==> config.mk <==
export PLATFORM = sky130hd
export DESIGN_NAME = cesc_stim_cfg
export DESIGN_NICKNAME = d
export VERILOG_FILES = /design/src/hw/cesc_reg_mem.v /design/src/hw/cesc_stim_cfg.v
export VERILOG_INCLUDE_DIRS = /design/src /design/src/hw
export SDC_FILE = /design/constraint.sdc
export NUM_CORES = 1
export LEC_CHECK = 0
export BUFFER_PORTS_ARGS = -buffer_cell sky130_fd_sc_hd__buf_2
export CAP_MARGIN = 10
export CELL_PAD_IN_SITES_DETAIL_PLACEMENT = 2
export CELL_PAD_IN_SITES_GLOBAL_PLACEMENT = 2
export CORE_AREA = 4 4 110 112
export DETAILED_ROUTE_END_ITERATION = 8
export DIE_AREA = 0 0 114 116
export PLACE_DENSITY_LB_ADDON = 0.1
export SLEW_MARGIN = 30
export SYNTH_ARGS = -nofsm -noshare
export SYNTH_HDL_FRONTEND = slang
export SYNTH_HIERARCHICAL = 1
export SYNTH_SLANG_ARGS = --single-unit
==> constraint.sdc <==
create_clock -name clk_sys -period 5.55 [get_ports clk_sys]
set_clock_uncertainty 0.1 [all_clocks]
set_input_delay 0.8325 -clock clk_sys [delete_from_list [all_inputs] [get_ports clk_sys]]
set_output_delay 0.8325 -clock clk_sys [all_outputs]
set_load 0.02 [all_outputs]
==> src/hw/cesc_map.vh <==
`ifndef CESC_MAP_VH
`define CESC_MAP_VH
// ==========================================
// Register offsets
`define CESC_ADDR_S1_RATIO 8'h44
`define CESC_ADDR_S2_TIMING 8'h45
`define CESC_ADDR_S2_RESP 8'h46
`define CESC_REG_RESET 8'h00
// ==========================================
// Field positions
`define CESC_RATIO_MSB 2
`define CESC_TYPE_BIT 6
`define CESC_TD_MSB 5
`define CESC_TD_LSB 3
`define CESC_STIM_MSB 2
`define CESC_MAG_MSB 7
`define CESC_MAG_LSB 4
`define CESC_RSEL_MSB 3
// ==========================================
// Codes
`define CESC_RATIO_RSVD 3'h7
`define CESC_STIM_VBUS_READY 3'h0
`define CESC_STIM_DP_ABOVE 3'h1
`define CESC_STIM_DP_WINDOW 3'h2
`define CESC_STIM_DM_ABOVE 3'h3
`define CESC_STIM_RSVD_A 3'h4
`define CESC_STIM_RSVD_B 3'h5
`define CESC_STIM_DP_ABOVE_ALT 3'h6
`define CESC_STIM_VBUS_PRESENT 3'h7
`define CESC_MAG_RSVD 4'hF
`define CESC_RSP_REMOVE 4'h0
`define CESC_RSP_VOLT_DP 4'h1
`define CESC_RSP_VOLT_DM 4'h2
`define CESC_RSP_VOLT_BOTH 4'h3
`define CESC_RSP_RES_DP 4'h4
`define CESC_RSP_RSVD_5 4'h5
`define CESC_RSP_DIV_DP 4'h6
`define CESC_RSP_RES_DM 4'h7
`define CESC_RSP_RSVD_8 4'h8
`define CESC_RSP_DIV_DM 4'h9
`define CESC_RSP_BRIDGE 4'hA
`define CESC_RSP_RSVD_B 4'hB
`define CESC_RSP_DIV_BOTH 4'hC
`define CESC_RSP_RES_BOTH 4'hD
// ==========================================
// Response classes
`define CESC_CLS_REMOVE 3'h0
`define CESC_CLS_VOLT 3'h1
`define CESC_CLS_RES 3'h2
`define CESC_CLS_DIV 3'h3
`define CESC_CLS_BRIDGE 3'h4
`define CESC_CLS_NONE 3'h7
// ==========================================
// Timer lengths in ticks, one per timer code
`define CESC_TD_MS_0 7'h00
`define CESC_TD_MS_1 7'h01
`define CESC_TD_MS_5 7'h05
`define CESC_TD_MS_10 7'h0A
`define CESC_TD_MS_20 7'h14
`define CESC_TD_MS_40 7'h28
`define CESC_TD_MS_80 7'h50
`define CESC_TD_MS_100 7'h64
// ==========================================
// Timing: base tick is 1 ms
`define CESC_CLK_MHZ 250
`define CESC_TICK_US 1000
`endif

==> src/hw/cesc_reg_mem.v <==
`timescale 1ns/1ns
// ==========================================
// Four-entry register store, registered read data
module cesc_reg_mem #(
    parameter AW = 2,
    parameter DW = 8
) (
    input wire clk_sys,
    input wire rstn,
    input wire wr_en,
    input wire [AW-1:0] wr_idx,
    input wire [DW-1:0] wr_data,
    input wire [AW-1:0] rd_idx,
    output reg [DW-1:0] rd_data
);
    reg [DW-1:0] mem_q [0:(1<<AW)-1];
    integer i;

    always @(posedge clk_sys or negedge rstn) begin
        if (!rstn) begin
            for (i = 0; i < (1<<AW); i = i + 1) begin
                mem_q[i] <= {DW{1'b0}};
            end
            rd_data <= {DW{1'b0}};
        end else begin
            if (wr_en) begin
                mem_q[wr_idx] <= wr_data;
            end
            rd_data <= mem_q[rd_idx];
        end
    end
endmodule // cesc_reg_mem

==> src/hw/cesc_stim_cfg.v <==
`timescale 1ns/1ns
`include "cesc_map.vh"
// Functional notes
// - Ratio codes 0..6 decoded, 7 reserved
// - Ratio applies only to divider responses
// - CDP/DCP profile freezes ratio control
// - Type one: hold response for timer
// - Type zero: timer delays the response
// - Timer codes 0,1,5,10,20,40,80,100 ms
// - Code 000 VBUS ready, no removal wait
// - Codes 001/110 D+ above, 011 D- above
// - Code 010 D+ window, 400 mV floor
// - Code 111 VBUS present; 100/101 reserved
// - Magnitude bits 7-4, selection bits 3-0
// - Reserved code write rejected, value kept
// - Voltage magnitude decode, 1111 reserved
// - Resistor magnitude decode, 1111 reserved
// - Divider magnitude decode, 1111 reserved
// - Response selection decoded to actions
// - Threshold ignored for stimulus 000/111
module cesc_stim_cfg #(
    parameter TD_SCALE_US = `CESC_TICK_US
) (
    input wire clk_sys,
    input wire rstn,
    input wire [7:0] reg_addr,
    input wire [7:0] reg_wdata,
    input wire reg_wr,
    input wire reg_rd,
    input wire bc12_profile,
    input wire dp_above_th,
    input wire dp_above_floor,
    input wire dm_above_th,
    input wire vbus_ready,
    input wire vbus_present,
    input wire step_start,
    output reg [7:0] reg_rdata,
    output reg reg_rvalid,
    output reg [2:0] first_step_divider_ratio,
    output reg ratio_valid,
    output reg second_step_stimulus_seen,
    output reg threshold_used,
    output reg wait_removal,
    output reg response_active,
    output reg [2:0] response_class,
    output reg [3:0] second_step_response_select,
    output reg [3:0] second_step_response_magnitude,
    output reg divider_ratio_used
);
    // ==========================================
    // Timer constants
    localparam [31:0] TICK_CYC = `CESC_CLK_MHZ * TD_SCALE_US;
    // Step timer states
    localparam [1:0] ST_IDLE = 2'h0;
    localparam [1:0] ST_DELAY = 2'h1;
    localparam [1:0] ST_HOLD = 2'h2;
    localparam [1:0] ST_DONE = 2'h3;

    // ==========================================
    // Register write filter
    reg [2:0] ratio_q;
    reg type_q;
    reg [2:0] td_q;
    reg [2:0] stim_q;
    reg [3:0] mag_q;
    reg [3:0] rsel_q;
    wire [3:0] w_mag = reg_wdata[`CESC_MAG_MSB:`CESC_MAG_LSB];
    wire [3:0] w_rsel = reg_wdata[`CESC_RSEL_MSB:0];
    wire w_rsel_rsvd = (w_rsel == `CESC_RSP_RSVD_5) || (w_rsel == `CESC_RSP_RSVD_8) ||
        (w_rsel == `CESC_RSP_RSVD_B);
    wire w_mag_rsvd = (w_mag == `CESC_MAG_RSVD);
    wire w_ratio_rsvd = (reg_wdata[`CESC_RATIO_MSB:0] == `CESC_RATIO_RSVD);
    wire w_stim_rsvd = (reg_wdata[`CESC_STIM_MSB:0] == `CESC_STIM_RSVD_A) ||
        (reg_wdata[`CESC_STIM_MSB:0] == `CESC_STIM_RSVD_B);
    // Ratio belongs to legacy profiles, so a BC1.2 profile freezes it
    wire wr_ratio = reg_wr && (reg_addr == `CESC_ADDR_S1_RATIO) && !bc12_profile;
    wire acc_ratio = wr_ratio && !w_ratio_rsvd;
    wire acc_timing = reg_wr && (reg_addr == `CESC_ADDR_S2_TIMING) && !w_stim_rsvd;
    wire acc_resp = reg_wr && (reg_addr == `CESC_ADDR_S2_RESP) && !w_rsel_rsvd && !w_mag_rsvd;

    always @(posedge clk_sys or negedge rstn) begin
        if (!rstn) begin
            ratio_q <= 3'h0;
            type_q <= 1'b0;
            td_q <= 3'h0;
            stim_q <= 3'h0;
            mag_q <= 4'h0;
            rsel_q <= 4'h0;
        end else if (reg_wr) begin
            // Reserved codes leave the old setting alone
            if (acc_ratio) begin
                ratio_q <= reg_wdata[`CESC_RATIO_MSB:0];
            end
            if (acc_timing) begin
                type_q <= reg_wdata[`CESC_TYPE_BIT];
                td_q <= reg_wdata[`CESC_TD_MSB:`CESC_TD_LSB];
                stim_q <= reg_wdata[`CESC_STIM_MSB:0];
            end
            if (acc_resp) begin
                mag_q <= w_mag;
                rsel_q <= w_rsel;
            end
        end
    end

    // ==========================================
    // Register store mirror; reads use the direct path below
    reg [1:0] rd_idx;
    wire [7:0] mem_rdata;

    // Entry 3 is never written, so unmapped offsets find zero there
    always @* begin
        case (reg_addr)
            `CESC_ADDR_S1_RATIO: rd_idx = 2'h0;
            `CESC_ADDR_S2_TIMING: rd_idx = 2'h1;
            `CESC_ADDR_S2_RESP: rd_idx = 2'h2;
            default: rd_idx = 2'h3;
        endcase
    end

    // ==========================================
    // Store mirrors live fields, so it always holds accepted values
    reg [1:0] mirror_q;
    always @(posedge clk_sys or negedge rstn) begin
        if (!rstn) begin
            mirror_q <= 2'h0;
        end else begin
            mirror_q <= (mirror_q == 2'h2) ? 2'h0 : mirror_q + 2'h1;
        end
    end

    wire [7:0] mirror_data = (mirror_q == 2'h0) ? {5'h00, ratio_q} :
        (mirror_q == 2'h1) ? {1'b0, type_q, td_q, stim_q} : {mag_q, rsel_q};

    cesc_reg_mem #(.AW(2), .DW(8)) u_mem (
        .clk_sys(clk_sys),
        .rstn(rstn),
        .wr_en(1'b1),
        .wr_idx(mirror_q),
        .wr_data(mirror_data),
        .rd_idx(rd_idx),
        .rd_data(mem_rdata)
    );

    // Direct read path avoids mirror lag of up to three cycles
    always @(posedge clk_sys or negedge rstn) begin
        if (!rstn) begin
            reg_rdata <= `CESC_REG_RESET;
            reg_rvalid <= 1'b0;
        end else begin
            reg_rvalid <= reg_rd;
            if (reg_rd) begin
                case (reg_addr)
                    `CESC_ADDR_S1_RATIO: reg_rdata <= {5'h00, ratio_q};
                    `CESC_ADDR_S2_TIMING: reg_rdata <= {1'b0, type_q, td_q, stim_q};
                    `CESC_ADDR_S2_RESP: reg_rdata <= {mag_q, rsel_q};
                    default: reg_rdata <= 8'h00;
                endcase
            end
        end
    end

    // ==========================================
    // Stimulus detection
    reg stim_hit;
    always @* begin
        case (stim_q)
            `CESC_STIM_VBUS_READY: stim_hit = vbus_ready;
            `CESC_STIM_DP_ABOVE: stim_hit = dp_above_th;
            `CESC_STIM_DP_ABOVE_ALT: stim_hit = dp_above_th;
            `CESC_STIM_DM_ABOVE: stim_hit = dm_above_th;
            // Lower edge is the fixed 400 mV floor, on D+ only
            `CESC_STIM_DP_WINDOW: stim_hit = !dp_above_th && dp_above_floor;
            `CESC_STIM_VBUS_PRESENT: stim_hit = vbus_present;
            default: stim_hit = 1'b0;
        endcase
    end
    wire vbus_stim = (stim_q == `CESC_STIM_VBUS_READY) || (stim_q == `CESC_STIM_VBUS_PRESENT);

    // ==========================================
    // Timer: 1 ms tick enable and ms count
    reg [31:0] tick_cnt_q;
    reg tick_q;
    reg [6:0] ms_q;
    reg [6:0] td_ms;
    reg [1:0] st_q;
    reg [1:0] st_d;

    always @* begin
        case (td_q)
            3'h0: td_ms = `CESC_TD_MS_0;
            3'h1: td_ms = `CESC_TD_MS_1;
            3'h2: td_ms = `CESC_TD_MS_5;
            3'h3: td_ms = `CESC_TD_MS_10;
            3'h4: td_ms = `CESC_TD_MS_20;
            3'h5: td_ms = `CESC_TD_MS_40;
            3'h6: td_ms = `CESC_TD_MS_80;
            default: td_ms = `CESC_TD_MS_100;
        endcase
    end
    wire timer_done = (ms_q >= td_ms);
    // Counter rests in IDLE so a new step starts on a whole tick;
    // the first tick can thus come up to one clock late, never early

    always @(posedge clk_sys or negedge rstn) begin
        if (!rstn) begin
            tick_cnt_q <= 32'h0;
            tick_q <= 1'b0;
        end else begin
            tick_q <= (tick_cnt_q == TICK_CYC - 32'h1);
            tick_cnt_q <= (st_q == ST_IDLE || tick_cnt_q == TICK_CYC - 32'h1) ? 32'h0 : tick_cnt_q + 32'h1;
        end
    end

    // ==========================================
    // Step state machine
    always @* begin
        st_d = st_q;
        case (st_q)
            ST_IDLE: begin
                if (step_start && stim_hit) begin
                    st_d = type_q ? ST_HOLD : ST_DELAY;
                end
            end
            ST_DELAY: begin
                if (timer_done) begin
                    st_d = ST_DONE;
                end
            end
            ST_HOLD: begin
                // Response outlives the timer while the stimulus persists
                if (timer_done && !stim_hit) begin
                    st_d = ST_IDLE;
                end
            end
            ST_DONE: begin
                // Delayed response stays until the step is disarmed
                if (!step_start) begin
                    st_d = ST_IDLE;
                end
            end
            default: st_d = ST_IDLE;
        endcase
    end

    always @(posedge clk_sys or negedge rstn) begin
        if (!rstn) begin
            st_q <= ST_IDLE;
            ms_q <= 7'h00;
        end else begin
            st_q <= st_d;
            // Every state change restarts the count
            if (st_d != st_q) begin
                ms_q <= 7'h00;
            end else if (tick_q && !timer_done) begin
                ms_q <= ms_q + 7'h01;
            end
        end
    end

    // ==========================================
    // Response decode
    reg [2:0] cls;
    always @* begin
        case (rsel_q)
            `CESC_RSP_REMOVE: cls = `CESC_CLS_REMOVE;
            `CESC_RSP_VOLT_DP, `CESC_RSP_VOLT_DM, `CESC_RSP_VOLT_BOTH: cls = `CESC_CLS_VOLT;
            `CESC_RSP_RES_DP, `CESC_RSP_RES_DM, `CESC_RSP_RES_BOTH: cls = `CESC_CLS_RES;
            // Both extend the resistor set after 1101
            4'hE, 4'hF: cls = `CESC_CLS_RES;
            `CESC_RSP_DIV_DP, `CESC_RSP_DIV_DM, `CESC_RSP_DIV_BOTH: cls = `CESC_CLS_DIV;
            `CESC_RSP_BRIDGE: cls = `CESC_CLS_BRIDGE;
            default: cls = `CESC_CLS_NONE;
        endcase
    end

    // ==========================================
    // Registered outputs, one cycle behind the stored fields, except response_active, which is taken from st_d and tracks st_q
    always @(posedge clk_sys or negedge rstn) begin
        if (!rstn) begin
            first_step_divider_ratio <= 3'h0;
            ratio_valid <= 1'b0;
            second_step_stimulus_seen <= 1'b0;
            threshold_used <= 1'b0;
            wait_removal <= 1'b0;
            response_active <= 1'b0;
            response_class <= `CESC_CLS_REMOVE;
            second_step_response_select <= 4'h0;
            second_step_response_magnitude <= 4'h0;
            divider_ratio_used <= 1'b0;
        end else begin
            first_step_divider_ratio <= ratio_q;
            ratio_valid <= (ratio_q != `CESC_RATIO_RSVD);
            second_step_stimulus_seen <= stim_hit;
            threshold_used <= !vbus_stim;
            wait_removal <= !vbus_stim;
            response_active <= (st_d == ST_HOLD) || (st_d == ST_DONE);
            response_class <= cls;
            second_step_response_select <= rsel_q;
            second_step_response_magnitude <= mag_q;
            divider_ratio_used <= (cls == `CESC_CLS_DIV) && !bc12_profile;
        end
    end
endmodule // cesc_stim_cfg
### Yosys cells after proc, flatten, opt, wreduce, memory -nomap -nowiden

Memory sizes are Yosys's and may differ from the RTL's.
Cells that the tools add are included.

| word-level totals | value |
|---|---|
| output and inout port bits | 29 |
| input bits | 27 |
| memories | 1 |
| ROM bits | 48 |
| logic and storage cells | 103 |
| bits in writable memories | 0 |
| latch bits | 0 |
| register bits after elaboration | 88 |

| cells by class | value |
|---|---|
| bitwise logic cells | 0 |
| equality and inequality tests | 30 |
| reductions and logical operators | 36 |
| $add $sub $neg | 2 |
| shift-type cells | 0 |
| multiply operators | 0 |
| multiplexer cells | 12 |
| $lt $le $gt $ge | 1 |
| div/mod/pow operators | 0 |

Memory list:

| memory | words | width | read ports | clocked after memory_dff | write ports | RTL line | source |
|---|---|---|---|---|---|---|---|
| (no name shown) | 16 | 3 | 1 | 0 | 0 | cesc_stim_cfg.v:265 | `case (rsel_q)` |

Operators by type and width:

| cell | number |
|---|---|
| $pmux W7 S7 | 1 |
| $add A32 B1 Y32 const B | 1 |
| $eq A32 B18 Y1 const B | 1 |
| $mux W32 | 1 |
| $eq A3 B3 Y1 const B | 8 |
| $eq A8 B7 Y1 const B | 3 |
| $pmux W8 S3 | 1 |
| $eq A3 B2 Y1 const B | 5 |
| $mux W7 | 2 |
| $logic_and A1 B1 Y1 | 13 |
| $eq A4 B4 Y1 const B | 3 |
| $mux W2 | 5 |
| $logic_not A1 Y1 | 9 |
| $eq A2 B2 Y1 const B | 4 |
| $pmux W2 S4 | 1 |
| $add A7 B1 Y7 const B | 1 |
| $ge A7 B7 Y1 | 1 |
| $eq A3 B1 Y1 const B | 2 |
| $logic_not A3 Y1 | 2 |
| $logic_or A1 B1 Y1 | 6 |
| $reduce_and A2 Y1 | 3 |
| $pmux W1 S5 | 1 |
| $eq A4 B3 Y1 const B | 1 |
| $ne A3 B3 Y1 const B | 1 |
| other kinds (5) | 5 |

### Logic depth before layout (Yosys ltp)

| logic depth | value |
|---|---|
| depth in word-level cells | 9 |
| mapped depth | 10 |
| gate-level depth less buffers | 8 |

### Least setup slack after synthesis

No wires, ideal clock.

| timing path | value |
|---|---|
| path type | register to register |
| start | reg td_q[0] |
| end | reg ms_q[3] |
| library setup time | 0.087 ns |
| path buffers | 2 |
| data arrival time | 2.241 ns |
| data required time | 5.363 ns |
| path slack | 3.122 ns |
| period minus slack after synthesis | 2.428 ns |
| stages on the path, launching flop included | 11 |
| cells stage by stage | dfrtp_1 > clkbuf_1 > xnor2_1 > nor2_1 > ha_1 > nand2b_1 > a211oi_1 > o211ai_1 > clkbuf_1 > or3_1 > a22oi_1 |

| on the way | value |
|---|---|
| cells in the longest elaborated chain, start to end | 8 |
| elaborated cells between the ends (all ways) | 18 |
| those cells by class | order compare: 1; eq/ne: 7; mux: 5; reduce/logical: 5 |

Ends and longest elaborated chain:

| what | RTL line | source |
|---|---|---|
| from (decl) | cesc_stim_cfg.v:63 | `reg [2:0] td_q;` |
| from (signal assigned) | cesc_stim_cfg.v:96 | `` td_q <= reg_wdata[`CESC_TD_MSB:`CESC_TD_LSB]; `` |
| $eq A3 B3 Y1, or another cell as far along | cesc_stim_cfg.v:190 | `case (td_q)` |
| $pmux W7 S7 * | cesc_stim_cfg.v:190 |  |
| $ge A7 B7 Y1 * | cesc_stim_cfg.v:201 | `wire timer_done = (ms_q >= td_ms);` |
| $logic_and A1 B1 Y1 | cesc_stim_cfg.v:232 | `if (timer_done && !stim_hit) begin` |
| $mux W2 | cesc_stim_cfg.v:232 |  |
| $pmux W2 S4 | cesc_stim_cfg.v:219 | `case (st_q)` |
| $ne A2 B2 Y1 | cesc_stim_cfg.v:253 | `if (st_d != st_q) begin` |
| $mux W7 / $reduce_bool A2 Y1 (equally long branches) | - |  |
| to (signal assigned) | cesc_stim_cfg.v:256 | `ms_q <= ms_q + 7'h01;` |
| to (decl) | cesc_stim_cfg.v:184 | `reg [6:0] ms_q;` |

Every way passes the cells marked *; elsewhere a longest branch is shown, timed or not.
A chain may end at the register's enable or synchronous reset.

### Final worst setup path

| timing path | value |
|---|---|
| start | reg td_q[0] |
| end | reg ms_q[5] |

The elaborated chain is that of the path after synthesis.

==> flow_summary.toml <==
[outcome]
outcome = "complete, no violations"

[synth]
netlist_area_sq_mm = 0.00436
synthArstFlopShare_pct = 100
ys.flop_type = "dfrtp_1"
synth_seq_cells = 88
synth_warnings = 6
yosysSeqAreaShare_pct = 50.6
synth_edf_count = 0
synth_cells = 413
avgSynthCellArea_sq_um = 10.5
synth_nets = 453
yosys.cell_types.count = 54

[grt]
antenna_found_initial = 0
overflow = 0
first_global_vias = 3648
grt_max_degree = 63
grt_pass1_wl_um = 18900
grt_usage_pct = 18.1

[layout]
drive_above_1_share_pct = 21.3
num-fill-cells = 1217
multi_input_area_sq_mm = 0.00199
final_cell_count_no_fill = 607
syn2layout_area_growth_pct = 15.7
layout.nets = 500
regArea_sq_mm = 0.00220
utilization_pct = 44.9
antenna_cells = 0

[sta]
setup_viol = 0
tightest_slew_ps = 822
hold_viol = 0
rsz0062_at_grt = "no"
period_needed_ps = 2890
hold_ws_ps = 301
setup_slack_ps = 2660
fmax_mhz = 347
slew_headroom_pct = 44.9
min_period_over_period_pct = 52.0
timing.setup.tns_ps = 0
drv_slew = 0

[detailed_routing]
avgViaCountPerCell = 5.40
drt_iter0_markers = 82
firstDrtPassIters = 4
wl_per_cell_um = 18.7
drc_errors = 0
wirelength_um = 11400
vias = 3277
postRouteAntennaNets = 0

[job]
max_cap_violations = 0

[floorplanning]
rows = 39
die_w_um = 114
die_h_um = 116
coreArea_sq_mm = 0.0112
die-area_sq_mm = 0.0132
start_util_pct = 38.8
num_io_pins = 56

[power_and_ir_drop]
swShare_pct = 29.5
pwr-share-seq_pct = 45.6
powerDensity_mw_per_mm2 = 311
internal-power_mw = 1.11
p_clk_share_pct = 39.1
p_leak_nw = 2.27
p_switching_mw = 0.463
p_comb_share_pct = 15.2
vdd_drop_max_v = 0.000154

[clock_tree]
cts_setup_buffers = 0
htree_levels = 3
cts_buffers = 9
tritoncts = "done"
cts.sinks = 88
holdBufCountCts = 0
clockRootBuffer = "clkbuf_16"
insertion_delay_ps = 340
clkTransAtPathRegs_ps = 70
ctsResizeCount = 0
cts_buffer_depth = 2

[min_path]
hold_class = "input port to asynchronous set/reset pin"

[placement]
dp_hpwl_um = 8360
dp.cells = 592
pre_cts_ws_ps = 2740
place.gp.congestion = 0.771
io_buffers = 55

[critical_path]
r2r_cells = 8
path_max_fanout = 12
criticalPathCategory = "register to register"
cp.required_ps = 5710
rr_startpoint = "td_q[0]"
r2r_end = "ms_q[5]"
startpoint = "td_q[0]"
worst_ep_arrival_time_ps = 3040
end_kind = "register"
reg2reg_slack_ps = 2660
worst_setup_path_start_kind = "register"
crit_end = "ms_q[5]"
-- through the flow --
stage                     cell area [sq um]  power [mW]
after floorplan                        4360       0.875
after global routing                   5040        1.66
final                                  5040        1.57
after global placement                 4740       0.958
after detailed placement               4740       0.973
after CTS                              5040        1.59
-- layout by cell type (no fill, tap or decap), types with 9 or more instances in the layout --
cell type / Yosys / layout
a21oi_1: 12 / 12
o21ai_0: 10 / 10
nand3_1: 18 / 18
xnor2_1: 27 / 27
nand2_1: 24 / 24
nor2_1: 49 / 49
nand4_1: 9 / 9
inv_1: 22 / 22
mux2_2: 17 / 17
ha_1: 13 / 13
dfrtp_1: 88 / 88
clkbuf_16: 0 / 9
buf_2: 4 / 54
-- critical path, stage by stage (launching register included) --
cell      delay, ps
dfrtp_1         470
xnor2_1         300
nor2_1           90
ha_1            270
nand2b_1        140
a211oi_1        300
o211ai_1        360
or4_1           610
a22oi_1         160
-- power groups by stage --
| stage | Sequential, mW | Clock [mW] | Combinational, mW |
|---|---|---|---|
| final | 0.716 | 0.614 | 0.239 |
| after detailed placement | 0.728 | 0 | 0.246 |
| after global placement | 0.725 | 0 | 0.233 |
| after global routing | 0.722 | 0.666 | 0.268 |
| after floorplan | 0.722 | 0 | 0.153 |
| after CTS | 0.716 | 0.632 | 0.246 |
-- sequential cells by signal, summed over array words and instances, names as in the netlist --
signal and flops:
reg_rvalid 1, ratio_valid 1, first_step_divider_ratio 3, st_q 2, mag_q 4, second_step_response_magnitude 4
second_step_response_select 4, ms_q 7, response_class 3, td_q 3, wait_removal 1, type_q 1
response_active 1, second_step_stimulus_seen 1, ratio_q 3, tick_q 1, stim_q 3, reg_rdata 8
tick_cnt_q 32, rsel_q 4, divider_ratio_used 1
-- synth_stat cells, drive strengths merged, types with 3 or more instances --
| cell | number | area share (%) |
|---|---|---|
| nor3 | 9 | 1.3 |
| a22o | 5 | 1.0 |
| nand4 | 11 | 2.1 |
| ha | 13 | 3.7 |
| o21ai | 11 | 1.3 |
| buf | 5 | 0.63 |
| nand2 | 24 | 2.1 |
| mux2i | 7 | 1.6 |
| nand3 | 18 | 2.1 |
| nor2 | 49 | 4.2 |
| nand2b | 4 | 0.57 |
| a22oi | 5 | 0.86 |
| or3 | 3 | 0.43 |
| nor4 | 8 | 1.1 |
| nor2b | 3 | 0.43 |
| xor2 | 7 | 1.4 |
| dfrtp | 88 | 51 |
| o211ai | 3 | 0.52 |
| o22ai | 8 | 1.1 |
| a21oi | 12 | 1.4 |
| xnor2 | 27 | 5.4 |
| clkbuf | 16 | 1.4 |
| o21a | 3 | 0.52 |
| nand3b | 3 | 0.60 |
| inv | 22 | 1.9 |
| mux2 | 17 | 4.4 |
| and4 | 7 | 1.4 |
-- cell families (layout without fill, tap and decap cells) --
logic type	count (synthesis)	in the layout	synth area share, %
multiplexers	24	24	6.00
AND/OR/NAND/NOR	153	153	19.2
XOR/XNOR	34	34	6.84
buffers and inverters	43	94	3.96
AO/OA/AOI/OAI	58	58	9.68
adder cells (fa/ha/maj)	13	13	3.73
flip-flops	88	88	50.6
-- layer usage --
layer  share of wire, %  vias up  track usage [%]  routed length [um]
met5                  0        -                0                   0
met4                1.5        0             6.57                 167
met3                3.5       11             2.51                 401
met2                 52       54             33.5                5920
met1                 43     1678             21.4                4870
li1                   -     1534                -                   -
-- how the worst min path moves through the flow --
stage,start,to,slack [ps],cells after the start
2_1_floorplan,rsel_q[3],second_step_response_select[3],250,0
3_3_place_gp,mag_q[3],second_step_response_magnitude[3],290,0
3_5_place_dp,mag_q[3],second_step_response_magnitude[3],300,0
4_1_cts,rstn,ms_q[5],310,1
5_1_grt,rstn,ms_q[5],330,1
6_report,rstn,ms_q[5],300,1
-- cell type report --
| type | count | share of cell area [%] |
|---|---|---|
| clock buffer | 9 | 4.47 |
| clock inverter | 6 | 1.42 |
| inverter | 22 | 1.64 |
| multi-input combinational | 282 | 39.4 |
| sequential | 88 | 43.7 |
| tap | 143 | 3.55 |
| timing repair buffer | 57 | 5.81 |
Note: power is estimated with default switching activity, not from simulation.
